[config.mk]
export PLATFORM = sky130hd
export DESIGN_NAME = dcc_ctrl
export DESIGN_NICKNAME = d
export VERILOG_FILES = /design/src/inc/dcc_pkg.sv /design/src/rtl/dcc_sync.sv /design/src/rtl/dcc_ctrl.sv
export SDC_FILE = /design/constraint.sdc
export NUM_CORES = 1
export LEC_CHECK = 0
export BUFFER_PORTS_ARGS = -buffer_cell sky130_fd_sc_hd__buf_2
export CAP_MARGIN = 20
export CORE_MARGIN = 2
export CORE_UTILIZATION = 40
export CTS_BUF_LIST = sky130_fd_sc_hd__clkbuf_4
export DETAILED_ROUTE_END_ITERATION = 8
export GPL_TIMING_DRIVEN = 0
export MAX_ROUTING_LAYER = met4
export PLACE_DENSITY_LB_ADDON = 0.1
export RECOVER_POWER = 100
export SYNTH_ARGS = -nofsm -noshare
export SYNTH_HDL_FRONTEND = slang
export SYNTH_SLANG_ARGS = --single-unit
[constraint.sdc]
create_clock -name clk_in -period 1.5 [get_ports clk_in]
set_clock_uncertainty 0.2 [all_clocks]
set_input_delay 0.15 -clock clk_in [delete_from_list [all_inputs] [get_ports clk_in]]
set_output_delay 0.15 -clock clk_in [all_outputs]
set_load 0.02 [all_outputs]
[src/inc/dcc_pkg.sv]
`default_nettype none
package dcc_pkg;

   // bus geometry
   localparam int ADDR_W = 4;
   localparam int DATA_W = 8;
   localparam int NCMP   = 2;
   localparam int PORT_W = 8;

   // register offsets
   localparam logic [3:0] OFF_CMP1_CTRL   = 4'h0;
   localparam logic [3:0] OFF_CMP2_CTRL   = 4'h1;
   localparam logic [3:0] OFF_SHARED_CTRL = 4'h2;
   localparam logic [3:0] OFF_IRQ_FLAG    = 4'h3;
   localparam logic [3:0] OFF_IRQ_MASK    = 4'h4;
   localparam logic [3:0] OFF_IRQ_CTRL    = 4'h5;
   localparam logic [3:0] OFF_PORT        = 4'h6;
   localparam logic [3:0] OFF_ANALOG_SEL  = 4'h7;

   // comparator control register fields
   localparam int CTRL_ENABLE    = 7;
   localparam int CTRL_RESULT    = 6;
   localparam int CTRL_PIN_DRIVE = 5;
   localparam int CTRL_INVERT    = 4;
   localparam int CTRL_SPEED     = 3;
   localparam int CTRL_REF_SEL   = 2;
   localparam int CTRL_CH_HI     = 1;
   localparam int CTRL_CH_LO     = 0;
   localparam logic [7:0] CTRL_WMASK = 8'hBF;
   localparam logic [7:0] CTRL_RESET = 8'h00;

   // shared control register fields
   localparam int SHARED_MIRROR_1 = 7;
   localparam int SHARED_MIRROR_2 = 6;
   localparam int SHARED_RSEL_1   = 5;
   localparam int SHARED_RSEL_2   = 4;
   localparam logic [7:0] SHARED_RESET = 8'h00;

   // interrupt control register fields
   localparam int IRQ_CTRL_GLOBAL = 7;
   localparam int IRQ_CTRL_PERIPH = 6;
   localparam logic [7:0] IRQ_RESET = 8'h00;

   // analog select resets to all analog
   localparam logic [7:0] ANALOG_SEL_RESET = 8'hFF;

endpackage
`default_nettype wire

[src/rtl/dcc_sync.sv]
`timescale 1ns/1ps
`default_nettype none
module dcc_sync
#(
   parameter int W = 1
)
(
   // clock and reset
   input  wire logic         clk_in,
   input  wire logic         nrst_in,
   // asynchronous inputs
   input  wire logic [W-1:0] async_in,
   // filtered level
   output logic      [W-1:0] level_out
);

   logic [W-1:0] stage1;
   logic [W-1:0] stage2;
   logic [W-1:0] stage3;

   genvar b;
   generate
      for (b = 0; b < W; b++)
      begin : g_bit
         // stage1 feeds only stage2; a change counts once 2 and 3 agree
         always_ff @(posedge clk_in)
         begin
            if (!nrst_in)
            begin
               stage1[b]    <= 1'b0;
               stage2[b]    <= 1'b0;
               stage3[b]    <= 1'b0;
               level_out[b] <= 1'b0;
            end
            else
            begin
               stage1[b] <= async_in[b];
               stage2[b] <= stage1[b];
               stage3[b] <= stage2[b];
               if (stage2[b] == stage3[b])
                  level_out[b] <= stage3[b];
            end
         end
      end
   endgenerate

endmodule
`default_nettype wire

[src/rtl/dcc_ctrl.sv]
`timescale 1ns/1ps
`default_nettype none
//
// Contract
// - disabled comparator core gives 0, so result equals the invert bit.
// - control writes clear mismatch latches first, new config applies after.
// - a result change coinciding with a control read may lose its flag.
// - an enabled comparator and its change detect keep running in sleep.
// - flag plus comparator and peripheral masks wake; global mask vectors.
// - reset clears both control registers and the shared register.
// - enable at bit 7, resets 0, 1 enables.
// - read-only result at bit 6, plus-exceeds-minus after the invert bit is applied.
// - pin driven only with pin drive, enable and direction output.
// - invert bit 4 inverts result when 1.
// - speed bit 3: 1 normal fast, 0 low power slow.
// - reference bit 2: 1 internal reference, 0 dedicated plus pin.
// - channel bits 1-0 pick one of four inverting input pins.
// - second comparator has identical control register layout and reset.
// - shared register mirrors both results for one skew-free read.
// - reading mirror bits never touches the mismatch latches.
// - port read returns 0 for pins set as analog.
// - mismatch is XOR of read latch and per-cycle latch.
// - change flag set on mismatch rising edge, not on its level.
// - mirrors at shared bits 7 and 6, read-only, reset 0.
module dcc_ctrl
   import dcc_pkg::*;
(
   // clock and reset
   input  wire logic                        clk_in,
   input  wire logic                        nrst_in,
   // register port
   input  wire logic [dcc_pkg::ADDR_W-1:0]  addr_in,
   input  wire logic [dcc_pkg::DATA_W-1:0]  wdata_in,
   input  wire logic                        wr_in,
   input  wire logic                        rd_in,
   output logic      [dcc_pkg::DATA_W-1:0]  rdata_out,
   // analog comparator cores
   input  wire logic [dcc_pkg::NCMP-1:0]    cmp_raw_in,
   output logic      [dcc_pkg::NCMP-1:0]    cmp_enable_out,
   output logic      [dcc_pkg::NCMP-1:0]    cmp_speed_sel_out,
   output logic      [dcc_pkg::NCMP-1:0]    cmp_ref_sel_out,
   output logic      [1:0]                  cmp1_neg_channel_out,
   output logic      [1:0]                  cmp2_neg_channel_out,
   output logic      [dcc_pkg::NCMP-1:0]    ref_src_sel_out,
   // result pins
   input  wire logic [dcc_pkg::NCMP-1:0]    pin_direction_in,
   output logic      [dcc_pkg::NCMP-1:0]    cmp_pin_out,
   output logic      [dcc_pkg::NCMP-1:0]    cmp_pin_oe_out,
   // digital port
   input  wire logic [dcc_pkg::PORT_W-1:0]  port_pins_in,
   // events
   output logic      [dcc_pkg::NCMP-1:0]    cmp_change_flag_out,
   output logic                             wake_out,
   output logic                             irq_out
);
   import dcc_pkg::*;

   // register state
   logic [DATA_W-1:0] ctrl [NCMP];
   logic [1:0]        ref_src_sel;
   logic [NCMP-1:0]   cmp_change_flag;
   logic [NCMP-1:0]   cmp_change_irq_mask;
   logic              periph_irq_mask;
   logic              global_irq_mask;
   logic [PORT_W-1:0] analog_sel;

   // synchronised inputs
   logic [NCMP-1:0]   res_sync;
   logic [PORT_W-1:0] port_sync;

   // per comparator datapath
   logic [NCMP-1:0]   core_out;
   logic [NCMP-1:0]   cmp_result;
   logic [NCMP-1:0]   read_latch;
   logic [NCMP-1:0]   cycle_latch;
   logic [NCMP-1:0]   mismatch;
   logic [NCMP-1:0]   mismatch_d;
   logic [NCMP-1:0]   set_flag;
   logic [NCMP-1:0]   hit_ctrl;
   logic [NCMP-1:0]   touch_ctrl;
   logic [NCMP-1:0]   next_cmp_change_flag;
   logic [NCMP-1:0]   next_pin_oe;

   // decode
   wire hit_shared    = (addr_in == OFF_SHARED_CTRL);
   wire hit_flag      = (addr_in == OFF_IRQ_FLAG);
   wire hit_mask      = (addr_in == OFF_IRQ_MASK);
   wire hit_irq_ctrl  = (addr_in == OFF_IRQ_CTRL);
   wire hit_port      = (addr_in == OFF_PORT);
   wire hit_analog    = (addr_in == OFF_ANALOG_SEL);
   wire wr_shared     = wr_in & hit_shared;
   wire wr_flag       = wr_in & hit_flag;
   wire wr_mask       = wr_in & hit_mask;
   wire wr_irq_ctrl   = wr_in & hit_irq_ctrl;
   wire wr_analog     = wr_in & hit_analog;

   // results pass four flops before use
   dcc_sync #(
      .W (NCMP)
   ) u_res_sync (
      .clk_in    (clk_in),
      .nrst_in   (nrst_in),
      .async_in  (cmp_raw_in),
      .level_out (res_sync)
   );

   dcc_sync #(
      .W (PORT_W)
   ) u_port_sync (
      .clk_in    (clk_in),
      .nrst_in   (nrst_in),
      .async_in  (port_pins_in),
      .level_out (port_sync)
   );

   genvar i;
   generate
      for (i = 0; i < NCMP; i++)
      begin : g_cmp
         localparam logic [3:0] MY_OFF = (i == 0) ? OFF_CMP1_CTRL
                                                  : OFF_CMP2_CTRL;

         assign hit_ctrl[i]   = (addr_in == MY_OFF);
         // a write reads first, so it also reloads the read latch
         assign touch_ctrl[i] = (rd_in | wr_in) & hit_ctrl[i];

         // disabled core contributes a constant low
         assign core_out[i]   = ctrl[i][CTRL_ENABLE] & res_sync[i];
         assign cmp_result[i] = core_out[i] ^ ctrl[i][CTRL_INVERT];

         assign mismatch[i]   = read_latch[i] ^ cycle_latch[i];
         // edge, not level: a standing mismatch cannot re-set the flag
         assign set_flag[i]   = mismatch[i] & ~mismatch_d[i];

         // hardware set wins over a software clear
         assign next_cmp_change_flag[i] = set_flag[i]
            | (wr_flag ? wdata_in[i] : cmp_change_flag[i]);

         assign next_pin_oe[i] = ctrl[i][CTRL_PIN_DRIVE]
                               & ctrl[i][CTRL_ENABLE]
                               & ~pin_direction_in[i];

         always_ff @(posedge clk_in)
         begin
            if (!nrst_in)
            begin
               ctrl[i]        <= CTRL_RESET;
               read_latch[i]  <= 1'b0;
               cycle_latch[i] <= 1'b0;
               mismatch_d[i]  <= 1'b0;
            end
            else
            begin
               // new enable and invert apply after the read phase
               if (wr_in && hit_ctrl[i])
                  ctrl[i] <= wdata_in & CTRL_WMASK;
               // read coinciding with a change swallows that event
               if (touch_ctrl[i])
                  read_latch[i] <= cmp_result[i];
               cycle_latch[i] <= cmp_result[i];
               mismatch_d[i]  <= mismatch[i];
            end
         end

         always_ff @(posedge clk_in)
         begin
            if (!nrst_in)
            begin
               cmp_pin_out[i]       <= 1'b0;
               cmp_pin_oe_out[i]    <= 1'b0;
               cmp_enable_out[i]    <= 1'b0;
               cmp_speed_sel_out[i] <= 1'b0;
               cmp_ref_sel_out[i]   <= 1'b0;
            end
            else
            begin
               cmp_pin_out[i]       <= cmp_result[i];
               cmp_pin_oe_out[i]    <= next_pin_oe[i];
               cmp_enable_out[i]    <= ctrl[i][CTRL_ENABLE];
               cmp_speed_sel_out[i] <= ctrl[i][CTRL_SPEED];
               cmp_ref_sel_out[i]   <= ctrl[i][CTRL_REF_SEL];
            end
         end
      end
   endgenerate

   // channel selects and reference source to the analog side
   always_ff @(posedge clk_in)
   begin
      if (!nrst_in)
      begin
         cmp1_neg_channel_out <= 2'h0;
         cmp2_neg_channel_out <= 2'h0;
         ref_src_sel_out      <= 2'h0;
      end
      else
      begin
         cmp1_neg_channel_out <= ctrl[0][CTRL_CH_HI:CTRL_CH_LO];
         cmp2_neg_channel_out <= ctrl[1][CTRL_CH_HI:CTRL_CH_LO];
         ref_src_sel_out      <= ref_src_sel;
      end
   end

   // shared, interrupt and port registers
   always_ff @(posedge clk_in)
   begin
      if (!nrst_in)
      begin
         ref_src_sel         <= SHARED_RESET[SHARED_RSEL_1:SHARED_RSEL_2];
         cmp_change_flag     <= 2'h0;
         cmp_change_irq_mask <= 2'h0;
         periph_irq_mask     <= IRQ_RESET[IRQ_CTRL_PERIPH];
         global_irq_mask     <= IRQ_RESET[IRQ_CTRL_GLOBAL];
         analog_sel          <= ANALOG_SEL_RESET;
      end
      else
      begin
         if (wr_shared)
            ref_src_sel <= wdata_in[SHARED_RSEL_1:SHARED_RSEL_2];
         cmp_change_flag <= next_cmp_change_flag;
         if (wr_mask)
            cmp_change_irq_mask <= wdata_in[NCMP-1:0];
         if (wr_irq_ctrl)
         begin
            periph_irq_mask <= wdata_in[IRQ_CTRL_PERIPH];
            global_irq_mask <= wdata_in[IRQ_CTRL_GLOBAL];
         end
         if (wr_analog)
            analog_sel <= wdata_in;
      end
   end

   // wake needs no global mask; vectoring does
   wire wake_req = (|(cmp_change_flag & cmp_change_irq_mask))
                 & periph_irq_mask;
   wire irq_req  = wake_req & global_irq_mask;

   always_ff @(posedge clk_in)
   begin
      if (!nrst_in)
      begin
         wake_out            <= 1'b0;
         irq_out             <= 1'b0;
         cmp_change_flag_out <= 2'h0;
      end
      else
      begin
         wake_out            <= wake_req;
         irq_out             <= irq_req;
         cmp_change_flag_out <= next_cmp_change_flag;
      end
   end

   // read views; the shared view does not touch the mismatch latches
   wire [7:0] ctrl1_view  = {ctrl[0][7], cmp_result[0], ctrl[0][5:0]};
   wire [7:0] ctrl2_view  = {ctrl[1][7], cmp_result[1], ctrl[1][5:0]};
   wire [7:0] shared_view = {cmp_result[0], cmp_result[1],
                             ref_src_sel, 4'h0};
   wire [7:0] flag_view   = {6'h00, cmp_change_flag};
   wire [7:0] mask_view   = {6'h00, cmp_change_irq_mask};
   wire [7:0] irqc_view   = {global_irq_mask, periph_irq_mask, 6'h00};
   // analog pins read low so no digital level leaks through
   wire [7:0] port_view   = port_sync & ~analog_sel;

   wire [7:0] read_mux =
        hit_ctrl[0]  ? ctrl1_view  :
        hit_ctrl[1]  ? ctrl2_view  :
        hit_shared   ? shared_view :
        hit_flag     ? flag_view   :
        hit_mask     ? mask_view   :
        hit_irq_ctrl ? irqc_view   :
        hit_port     ? port_view   :
        hit_analog   ? analog_sel  :
                       8'h00;

   // data stand one cycle after the strobe, zero otherwise
   always_ff @(posedge clk_in)
   begin
      if (!nrst_in)
         rdata_out <= 8'h00;
      else if (rd_in)
         rdata_out <= read_mux;
      else
         rdata_out <= 8'h00;
   end

endmodule
`default_nettype wire

## After elaboration in Yosys (flattened, before gate mapping)

Memories as Yosys holds them, arrays and structs flattened.
Index checks and enable logic that the tools add are counted.

- Equal/unequal tests: 17
- Muxes and demuxes: 19
- Bitwise gates (word level): 33
- Reductions and logical operators: 5

Operators with widths:

| operator | number |
|---|---|
| 8-bit 2-to-1 mux | 8 |
| 1-bit AND | 17 |
| 4-bit by 3-bit equality test with 1-bit output (second input constant) | 4 |
| 7-bit 2-to-1 mux | 2 |
| 1-bit equality test | 10 |
| 1-bit 2-to-1 mux | 9 |
| 8-bit AND | 1 |
| 4-bit by 2-bit equality test with 1-bit output (second input constant) | 2 |
| 8-bit NOT | 1 |
| 1-bit OR | 5 |
| 4-bit by 1-bit equality test with 1-bit output (second input constant) | 1 |
| 4-bit logical NOT | 1 |
| 1-bit NOT | 4 |
| 1-bit bitwise XOR | 4 |
| 2-bit AND | 1 |
| 1-bit logical AND | 2 |
| 2-bit AND reduction | 1 |
| 2-bit OR reduction | 1 |

- Flip-flop bits (word level): 86
- RAM bits: 14
- Input port bits: 28
- Output and inout port bits: 28
- Logic and storage cells: 141
- Memories: 1

Memory list:

| name | depth | bits a word | read ports | clocked after memory_dff | write ports | RTL line | RTL |
|---|---|---|---|---|---|---|---|
| ctrl | 2 | 7 | 2 | 0 | 2 | dcc_ctrl.sv:59 | `logic [DATA_W-1:0] ctrl [NCMP];` |

## Longest topological paths before layout

Gate-level depths: netlist of the first run.

- Word-level depth: 9
- Depth in mapped cells: 6

## By module

A second synthesis of the first run with hierarchy kept.

- Cells, all modules: 339
- Area total of the unflattened synthesis: 3671.0 µm²

Modules (own cells, without submodules):

| module | times used | cells an instance | area each (µm²) | sequential area each (µm²) |
|---|---|---|---|---|
| dcc_ctrl | 1 | 236 | 2472.4 | 1341.3 |
| dcc_sync (u_port_sync) | 1 | 83 | 960.9 | 640.6 |
| dcc_sync (u_res_sync) | 1 | 20 | 237.7 | 160.2 |

## Worst setup path after synthesis of the first run

OpenSTA, ideal clock, no wires.

- Path kind: input-to-reg
- From: input port addr_in[0] (netlist name)
- To: memory ctrl[0][0] (netlist name) (enable)
- Arrival: 0.886 ns
- Required time: 0.977 ns
- Setup slack: 0.090 ns
- Cell stages on the path: 4
- Buffers on the path: 1
- Cells stage by stage: buf_2 > nor4_2 > nand2_1 > nand2_1

RTL lines:

| item | RTL line | RTL |
|---|---|---|
| from (decl) | dcc_ctrl.sv:32 | `input wire logic [dcc_pkg::ADDR_W-1:0] addr_in,` |
| to (decl) | dcc_ctrl.sv:59 |  |

## Worst setup path after layout of the first run

- From: input port addr_in[1] (netlist name)
- To: register rdata_out[1] (netlist name)

- Word-level cells in the longest chain between the ends: 9
- Elaborated cells on any way between the ends: 16
- Those cells by class: eq/ne (7); mux (8); reduce/logical (1)

RTL lines:

| item | RTL line | RTL |
|---|---|---|
| 4-bit by 3-bit equality test with 1-bit output | dcc_ctrl.sv:90 | `wire hit_analog = (addr_in == OFF_ANALOG_SEL);` |
| 8-bit 2-to-1 mux | dcc_ctrl.sv:273 | `hit_analog ? analog_sel :` |
| 8-bit 2-to-1 mux | dcc_ctrl.sv:272 | `hit_port ? port_view :` |
| 8-bit 2-to-1 mux | dcc_ctrl.sv:271 | `hit_irq_ctrl ? irqc_view :` |
| 8-bit 2-to-1 mux | dcc_ctrl.sv:270 | `hit_mask ? mask_view :` |
| 8-bit 2-to-1 mux | dcc_ctrl.sv:269 | `hit_flag ? flag_view :` |
| 8-bit 2-to-1 mux | dcc_ctrl.sv:268 | `hit_shared ? shared_view :` |
| 8-bit 2-to-1 mux | dcc_ctrl.sv:267 | `hit_ctrl[1] ? ctrl2_view :` |
| 8-bit 2-to-1 mux * | dcc_ctrl.sv:266 | `hit_ctrl[0] ? ctrl1_view :` |
| to (signal assigned) | dcc_ctrl.sv:282 | `rdata_out <= read_mux;` |
| to (decl) | dcc_ctrl.sv:36 | `output logic [dcc_pkg::DATA_W-1:0] rdata_out,` |

Every way passes the cells marked *; elsewhere a longest branch is shown, timed or not.
A chain may end at the register's enable or synchronous reset.

==> impl_metrics.toml, run 1 <==
[clock_network]
clock_path_buffers = 2
cts_tree = "done"
htreeDepth = 3
cts_root_buf = "clkbuf_4"
post_cts_buffers = 0
clk_pin_slew_ps = 150
cts_buffers = 9
clkLatencyLatePin_ps = 450
cts.sinks = 100

[worst_setup_path]
end_kind = "register"
critPathLaunch = "addr_in[1]"
reg2reg_slack_ps = 70
critPathSlowestCell = "dlygate4sd3_1"
critPathTopFamily = "buffers and inverters"
endpoint = "rdata_out[1]$_SDFF_PN0_"
crit_cells = 7
reg2reg_depth = 4
path_cells = "clkbuf_1 > buf_4 > buf_2 > nor3_2 > dlygate4sd3_1 > nand2_1 > o32ai_1"
cp.arrival_ps = 1600
worstSetupPathType = "in2reg"
path_buf_inv = 4
cpPeakStageDelay_ps = 580
r2r-start = "global_irq_mask$_SDFFE_PN0P_"
cp-start-kind = "primary input"
required_ps = 1660
r2r_end = "rdata_out[7]$_SDFF_PN0_"
path_max_fanout = 10

[job]
max_cap_violations = 0

[synth]
ys_async_sr_fraction = 0
synth.distinct_cells = 46
synth-edff-count = 14
synthesis.instances = 343
yosysTopAreaCell = "dfxtp_1"
synth_area_leaders = "dfxtp_1, edfxtp_1, and2_1"
synth_top_cell_area_share = 0.465
synth_fp_nets = 371
ys_warn_count = 0
ys_seq_area_frac = 0.579
avgSynthCellArea_um2 = 10.8
synthTopCellsByCount = "dfxtp_1, and2_1, nand2_1"
synth_most_common_cell = "dfxtp_1"
synthesis.area_um2 = 3700
synth-main-ff-cell = "dfxtp_1"
ys_ff_latch = 100

[timing]
finalHoldViolCount = 0
hold_ws_ps = 35.4
period_minus_slack_ps = 1440
fmax_ghz = 0.694
tightest_slew_ps = 608
fin_crit_sh = 0.961
rsz0062_at_grt = "false"
relSlewSlack = 0.595
setup_viol = 0
drv_slew = 0

[detailed_routing]
wl_mm = 8.54
drc = 0
drt-vias-per-instance = 4.85
vias = 2684
antenna_left = 0
wl_per_cell_um = 15.4
drtPass1Iterations = 4
dr.first_iter.drc_count = 91

[global_routing]
grt_max_degree = 18
grt_antenna_before_repair = 0
grt_pass1_vias = 2529
grt_pass1_wl_mm = 13.2
grt_remaining_overflow = 0
grt_use_total = 0.181

[placed_design]
gp_congestion = 0.868
place_inst = 507
port_buffers = 53
postPlaceCellArea_um2 = 4100
hpwl_mm = 5.62

[floorplan]
initial_core_util = 0.406
die_area_um2 = 10000
fp.dieH_um = 100
io_pins = 56
num_rows = 35
core-area_um2 = 9110
die_w_um = 100

[layout]
final_cells = 553
num_antenna_cells = 0
final_nets = 465
layout-drive-gt1-share = 0.145
areaGrowthSynthToFinish_pct = 22.9
fillers = 886
fin_area_um2 = 4550

[power]
cellPowerDensity_nw_per_um2 = 1080
vdd_ir_drop_max_uv = 457
p_leak_nw = 1.70
power.total_mw = 4.90

[outcome]
status = "complete, no violations"

[min_path]
hold_path.class = "in2reg"
sequential cells by signal (all words and copies together) (netlist names), 8 cells and up:
signal	flops
u_port_sync.stage3	8
rdata_out	8
u_port_sync.stage2	8
ctrl	14
u_port_sync.level_out	8
u_port_sync.stage1	8
analog_sel	8
layout make-up:
cell class | count | area [um^2] | area share
Clock buffer | 10 | 75.1 | 0.0165
Sequential cell | 100 | 2140 | 0.471
Tap cell | 111 | 139 | 0.0305
Inverter | 2 | 7.51 | 0.00165
Buffer | 15 | 78.8 | 0.0173
Multi-Input combinational cell | 225 | 1480 | 0.325
Timing Repair Buffer | 84 | 541 | 0.119
Clock inverter | 6 | 87.6 | 0.0193
power by group:
part | leakage, nW | internal, mW | switching [mW]
logic | 0.775 | 0.196 | 0.244
clock network | 0.0912 | 0.703 | 0.905
registers | 0.837 | 2.81 | 0.0404
total | 1.70 | 3.71 | 1.19
worst reg2reg max path, stage by stage (launching register included):
cell and delay [ps]:
dfxtp_1 390, mux2_2 160, nand2_1 50, a311o_1 350, o21ai_1 190
worst min path at each step:
stage                                    from                            to  slack [ps]  cells after the start
after CTS                               wr_in    read_latch[0]$_SDFFE_PN0P_           6                      4
after floorplan           pin_direction_in[1]  cmp_pin_oe_out[1]$_SDFF_PN0_          30                      1
after global placement    pin_direction_in[1]  cmp_pin_oe_out[1]$_SDFF_PN0_         120                      2
final                              addr_in[0]       rdata_out[1]$_SDFF_PN0_          40                      4
after global routing                    rd_in       rdata_out[0]$_SDFF_PN0_          30                      4
after detailed placement  pin_direction_in[1]  cmp_pin_oe_out[1]$_SDFF_PN0_         120                      2
logic make-up (layout without fill, tap and decap cells):
family,after synthesis,count (layout),synth area share
multiplexers,22,22,0.0609
flip-flops,100,100,0.579
AND/OR/NAND/NOR,145,145,0.228
buffers and inverters,18,117,0.0264
XOR/XNOR,4,4,0.00947
AO/OA/AOI/OAI,54,54,0.0964
timing repair:
item | CTS | global route
hold endpoints to repair | 56 | 5
setup endpoints to repair | 15 | 6
gates resized for setup | 2 | 3
hold buffers | 30 | 3
metrics by stage:
| stage | utilization | worst slack, ps | TNS (ps) |
|---|---|---|---|
| finish | 0.499 | 58.2 | 0 |
| global route | 0.499 | 21.2 | 0 |
| CTS | 0.502 | 14.4 | 0 |
| detailed placement | 0.450 | -776 | -20890 |
| global placement | 0.450 | -781 | -20770 |
| floorplan | - | 90.3 | 0 |
placed cells by master (no fill, tap or decap), types with 3 or more instances in the layout:
master         count
nor3_1             3
edfxtp_1          14
clkbuf_4          10
and2_0            37
nand3b_1           4
a21boi_0          14
clkbuf_2           6
nor2b_1           10
nand3_1            4
a21oi_1           10
and2_1            24
nand2_1           31
o21ai_0           13
nor2_1             7
dfxtp_1           86
mux2_2             4
dlygate4sd3_1     31
nor3b_1            5
mux2i_1           18
clkbuf_1          34
nand2b_1           5
buf_2             25
routing by layer:
metal	track usage	wire [um]	part of all wire
met2	0.266	3830	0.45
met4	0.102	233	0.027
met3	0.0355	456	0.053
met1	0.235	4020	0.47
met5	-	0	0
Note: power is estimated with default switching activity, not from simulation.
==> run 2, diff against run 1 <==
--- a/config.mk
+++ b/config.mk
@@ -13,8 +13,8 @@
 export DETAILED_ROUTE_END_ITERATION = 8
 export GPL_TIMING_DRIVEN = 0
 export MAX_ROUTING_LAYER = met4
-export PLACE_DENSITY_LB_ADDON = 0.1
 export RECOVER_POWER = 100
+export SETUP_SLACK_MARGIN = 0.3
 export SYNTH_ARGS = -nofsm -noshare
 export SYNTH_HDL_FRONTEND = slang
 export SYNTH_SLANG_ARGS = --single-unit
==> run 2 against run 1 <==
Compared with the run above:
- clock power increased by 9%
- global-route usage decreased by 0.17 points
- critical endpoint is now ctrl[0][0]$_SDFFCE_PN0P_
- critical path type unchanged
- sequential power about the same
- fmax increased by 2.9%
- the flow now finishes with violations (hold timing)
- die area unchanged
- worst hold slack got worse by 140 ps
- largest power group unchanged
- sequential cell count unchanged
- worst setup slack improved by 41 ps
- total power increased by 4.5%
- final cell count increased by 1.1%
- cell area increased by 8.6%
- utilization increased by 4.3 points
==> impl_metrics.toml, run 2 (synthesis results as in run 1) <==
[floorplan]
io_pins = 56
fp.dieH_um = 100
die_area_um2 = 10000
core-area_um2 = 9110
num_rows = 35
die_w_um = 100
initial_core_util = 0.406

[detailed_routing]
vias = 2788
drt-vias-per-instance = 4.99
antenna_left = 0
dr.first_iter.drc_count = 104
drc = 0
wl_per_cell_um = 15.3
wl_mm = 8.55
drtPass1Iterations = 5

[layout]
layout.cells.most_common = "dfxtp_1"
areaGrowthSynthToFinish_pct = 33.5
fin_area_um2 = 4940
mostFrequentLayoutCells = "dfxtp_1, and2_1, nand2_1"
largest_reg_flops = 14
largest_register = "ctrl"
num_antenna_cells = 0
final_nets = 471
final_cells = 559
layout-drive-gt1-share = 0.272

[global_routing]
grtUsageMet2 = 0.285
grt_pass1_vias = 2644
busiest_layer = "met2"
grt_max_degree = 18
grt_use_met3 = 0.0348
grt_pass1_wl_mm = 13.3
grt_remaining_overflow = 0
grt_use_total = 0.180
met1_usage = 0.232
grt_antenna_before_repair = 0

[power]
cellPowerDensity_nw_per_um2 = 1040
vdd_ir_drop_max_uv = 453
power.total_mw = 5.12
p_leak_nw = 1.94

[worst_setup_path]
cpPeakStageDelay_ps = 600
cp-start-kind = "primary input"
reg2reg_slack_ps = 140
r2r-start = "ctrl[1][6]$_SDFFCE_PN0P_"
path_max_fanout = 10
worstSetupPathType = "in2reg"
critPathSlowestCell = "nor3_2"
end_kind = "register"
endpoint = "ctrl[0][0]$_SDFFCE_PN0P_"
reg2reg_depth = 5
r2r_end = "read_latch[1]$_SDFFE_PN0P_"
critPathLaunch = "addr_in[1]"
cp.arrival_ps = 1510
required_ps = 1610
path_cells = "clkbuf_1 > buf_12 > clkbuf_2 > nor3_2 > and2_0"

[timing]
period_minus_slack_ps = 1400
fin_crit_sh = 0.934
tightest_slew_ps = 651
fmax_ghz = 0.714
finalHoldViolCount = 7
rsz0062_at_grt = "true"
setup_tns_ps = 0
relSlewSlack = 0.564
setup_viol = 0
drv_slew = 0
hold_ws_ps = -107

[clock_network]
cts_buffers = 9
cts_root_buf = "clkbuf_4"
clkLatencyLatePin_ps = 450
cts_tree = "done"
holdBufCountCts = 25
cts.sinks = 100
clock_path_buffers = 2
clk_pin_slew_ps = 130
htreeDepth = 3

[placed_design]
gp_congestion = 0.878
postPlaceCellArea_um2 = 4170
place_inst = 507
port_buffers = 53
hpwl_mm = 5.74

[job]
max_cap_violations = 0

[outcome]
status = "finished, violations left"
violations = "hold timing"

[min_path]
hold_path.class = "in2reg"
==> run 2: cell types whose count changed in the layout (fill, tap and decap cells not counted), moves of 3 or more <==
cell           before  now
buf_6               1   26
clkbuf_1           34   11
and2_0             37   22
and2_1             24   38
dlygate4sd3_1      31   24
buf_4               2    8
dfxtp_1            86   82
dfxtp_2             0    4
nand2_1            31   27
nand2_2             1    5
a21oi_1            10    7
a21oi_2             0    3
==> run 2: repair_timing <==
item | 4_1_cts | 5_1_grt
resized for setup | 102 | 26
endpoints found under the hold margin | 53 | 5
setup endpoints to repair | 53 | 43
cloned | 0 | 0
setup buffers | 7 | 4
pin swaps | 11 | 14
==> run 2: worst min path at each step <==
stage          slack, ps                           end                start  depth (start not counted)
3_5_place_dp         120  cmp_pin_oe_out[1]$_SDFF_PN0_  pin_direction_in[1]                          2
2_1_floorplan         30  cmp_pin_oe_out[1]$_SDFF_PN0_  pin_direction_in[1]                          1
6_report            -110       rdata_out[7]$_SDFF_PN0_           addr_in[2]                          4
5_1_grt             -130       rdata_out[7]$_SDFF_PN0_           addr_in[2]                          4
3_3_place_gp         120  cmp_pin_oe_out[1]$_SDFF_PN0_  pin_direction_in[1]                          2
4_1_cts             -160       rdata_out[7]$_SDFF_PN0_           addr_in[2]                          4
==> run 2: routing by layer <==
| layer | share of wire | wire length [um] |
|---|---|---|
| met2 | 0.47 | 4010 |
| met1 | 0.47 | 4000 |
| met4 | 0.018 | 157 |
| met3 | 0.044 | 375 |
| met5 | 0 | 0 |
==> run 2: power breakdown <==
part | internal, mW | switching [mW] | leakage (nW) | total [mW]
clock | 0.868 | 0.878 | 0.101 | 1.75
combinational | 0.262 | 0.259 | 0.998 | 0.521
sequential | 2.81 | 0.0430 | 0.836 | 2.85
total | 3.94 | 1.18 | 1.94 | 5.12
==> run 2: layout make-up <==
| class | count | area [um^2] |
|---|---|---|
| Fill cell | 836 | 4170 |
| Multi-Input combinational cell | 225 | 1590 |
| Sequential cell | 100 | 2150 |
| Clock buffer | 10 | 75.1 |
| Timing Repair Buffer | 89 | 747 |
| Inverter | 2 | 7.51 |
| Buffer | 16 | 120 |
| Clock inverter | 6 | 110 |
| Tap cell | 111 | 139 |
==> run 2: worst max-delay path, delay by kind of cell <==
| kind | cells | cell delay (ps) |
|---|---|---|
| buffers and inverters | 3 | 540 |
| and+or+nand+nor | 2 | 810 |
==> run 2: metrics by stage <==
stage / setup WS (ps) / util
after detailed placement: -299 / 0.457
after floorplan: 243 / -
after global placement: -311 / 0.457
after global routing: 68.9 / 0.542
final: 99.5 / 0.542
after CTS: 175 / 0.540
==> run 3, diff against run 2 <==
--- a/config.mk
+++ b/config.mk
@@ -12,6 +12,7 @@
 export CTS_BUF_LIST = sky130_fd_sc_hd__clkbuf_4
 export DETAILED_ROUTE_END_ITERATION = 8
 export GPL_TIMING_DRIVEN = 0
+export HOLD_SLACK_MARGIN = 0.06
 export MAX_ROUTING_LAYER = met4
 export RECOVER_POWER = 100
 export SETUP_SLACK_MARGIN = 0.3
==> run 3 against run 2 <==
Compared with the run above:
- the run still ends with hold timing left
- cell area about the same
- fmax increased by 1.4%
- combinational power is essentially flat
- non-clock buffer count unchanged
- sequential cell count unchanged
- worst setup slack gained 20 ps
- routed wire length fell by 0.11%
- final cell count unchanged
- clock power about the same
- register-to-register slack is essentially flat
- sequential share of layout area increased by 0.058 points
- critical path depth increased by 2
- critical path type unchanged
- largest cell class unchanged
- largest power group unchanged
==> impl_metrics.toml, run 3 (synthesis results as in run 1) <==
[worst_setup_path]
worstSetupPathType = "in2reg"
cpPeakStageDelay_ps = 350
required_ps = 1630
cp-start-kind = "primary input"
path_max_fanout = 10
critPathSlowestCell = "clkbuf_2"
end_kind = "register"
cp.arrival_ps = 1510
path_cells = "clkbuf_1 > buf_12 > and2_4 > nor2b_1 > clkbuf_2 > mux2i_1 > nand2_1"

[timing]
worst_slack_ps = 119
drv_slew = 0
hold_ws_ps = -116
finalHoldViolCount = 11
setup_viol = 0
tightest_slew_ps = 541
relSlewSlack = 0.638
period_minus_slack_ps = 1380
fmax_ghz = 0.724
fin_crit_sh = 0.920
rsz0062_at_grt = "true"

[layout]
areaGrowthSynthToFinish_pct = 33.4
num_antenna_cells = 0
fillers = 843
seq_area_um2 = 2150
largest_register = "ctrl"
multi_input_area_um2 = 1590
layout-drive-gt1-share = 0.268
layout.cells.most_common = "dfxtp_1"
largest_reg_flops = 14
final_nets = 471
mostFrequentLayoutCells = "dfxtp_1, and2_1, nand2_1"

[clock_network]
clk_pin_slew_ps = 150
cts_buffers = 9
clkLatencyLatePin_ps = 450
clock_path_buffers = 2
cts_root_buf = "clkbuf_4"
cts_tree = "done"
htreeDepth = 3
cts.sinks = 100

[global_routing]
grt_remaining_overflow = 0
grt_max_degree = 18
grt_use_total = 0.179
grt_pass1_vias = 2651
grt_pass1_wl_mm = 13.2
grt_antenna_before_repair = 0

[detailed_routing]
vias = 2790
wl_mm = 8.54
antenna_left = 0
drtPass1Iterations = 5
wl_per_cell_um = 15.3
drc = 0
dr.first_iter.drc_count = 79
drt-vias-per-instance = 4.99

[power]
p_leak_nw = 1.92
vdd_ir_drop_max_uv = 498
cellPowerDensity_nw_per_um2 = 1040

[min_path]
hold_path.class = "in2reg"

[outcome]
status = "finished, violations left"
violations = "hold timing"

[floorplan]
num_rows = 35
die_w_um = 100
io_pins = 56
fp.dieH_um = 100
core-area_um2 = 9110
die_area_um2 = 10000
initial_core_util = 0.406

[placed_design]
port_buffers = 53
dpl_worst_slack_ps = -299
gp_congestion = 0.878
hpwl_mm = 5.74

[job]
max_cap_violations = 0
## run 3: final timing paths
path / startpoint / endpoint / slack, ps / cells after the start
max reg2reg: ctrl[1][6]$_SDFFCE_PN0P_ / rdata_out[7]$_SDFF_PN0_ / 140 / 3
min: nrst_in / cmp_enable_out[1]$_SDFF_PN0_ / -120 / 2
max: addr_in[1] / analog_sel[6]$_SDFFE_PN1P_ / 120 / 7
min reg2reg: u_res_sync.stage1[0]$_SDFF_PN0_ / u_res_sync.stage2[0]$_SDFF_PN0_ / 250 / 1
## run 3: critical path: cells and delay by family
kind,cells,cell delay [ps]
muxes,1,230
buffers and inverters,3,730
and+or+nand+nor,3,390
## run 3: timing repair
action / in CTS / in global routing
endpoints found under the setup margin: 53 / 47
resized for setup: 102 / 25
endpoints found under the hold margin: 62 / 19
buffers inserted: 7 / 4
hold buffers: 23 / 2
pin swaps: 11 / 14
## run 3: area by class of cell
class	instances	area share
clock buffer	10	0.0152
multi-input combinational	225	0.323
buffer	16	0.0244
clock inverter	6	0.0223
inverter	2	0.00152
sequential	100	0.436
tap	111	0.0282
timing repair buffer	89	0.150
## run 3: per-stage QoR
stage / setup TNS, ps / area (um^2) / power [mW] / cells / utilization
after floorplan: 0 / 3760 / 3.15 / 343 / -
after global placement: -7680 / 4170 / 3.30 / 507 / 0.457
after detailed placement: -7850 / 4170 / 3.31 / 507 / 0.457
after CTS: 0 / 4900 / 5.15 / 553 / 0.538
after global routing: 0 / 4930 / 5.32 / 559 / 0.541
final: 0 / 4930 / 5.12 / 559 / 0.541
## run 3: metal layers
metal / part of all wire / GRT usage / vias to the layer above
met5: 0 / - / -
met4: 0.021 / 0.0632 / 0
met3: 0.041 / 0.0348 / 17
met2: 0.48 / 0.286 / 78
met1: 0.46 / 0.229 / 1325
li1: - / - / 1370
## run 3: power by group
part | internal, mW | total (mW) | switching (mW) | leakage (nW)
Combinational | 0.260 | 0.519 | 0.259 | 0.981
Clock | 0.868 | 1.75 | 0.877 | 0.101
Sequential | 2.81 | 2.85 | 0.0431 | 0.837
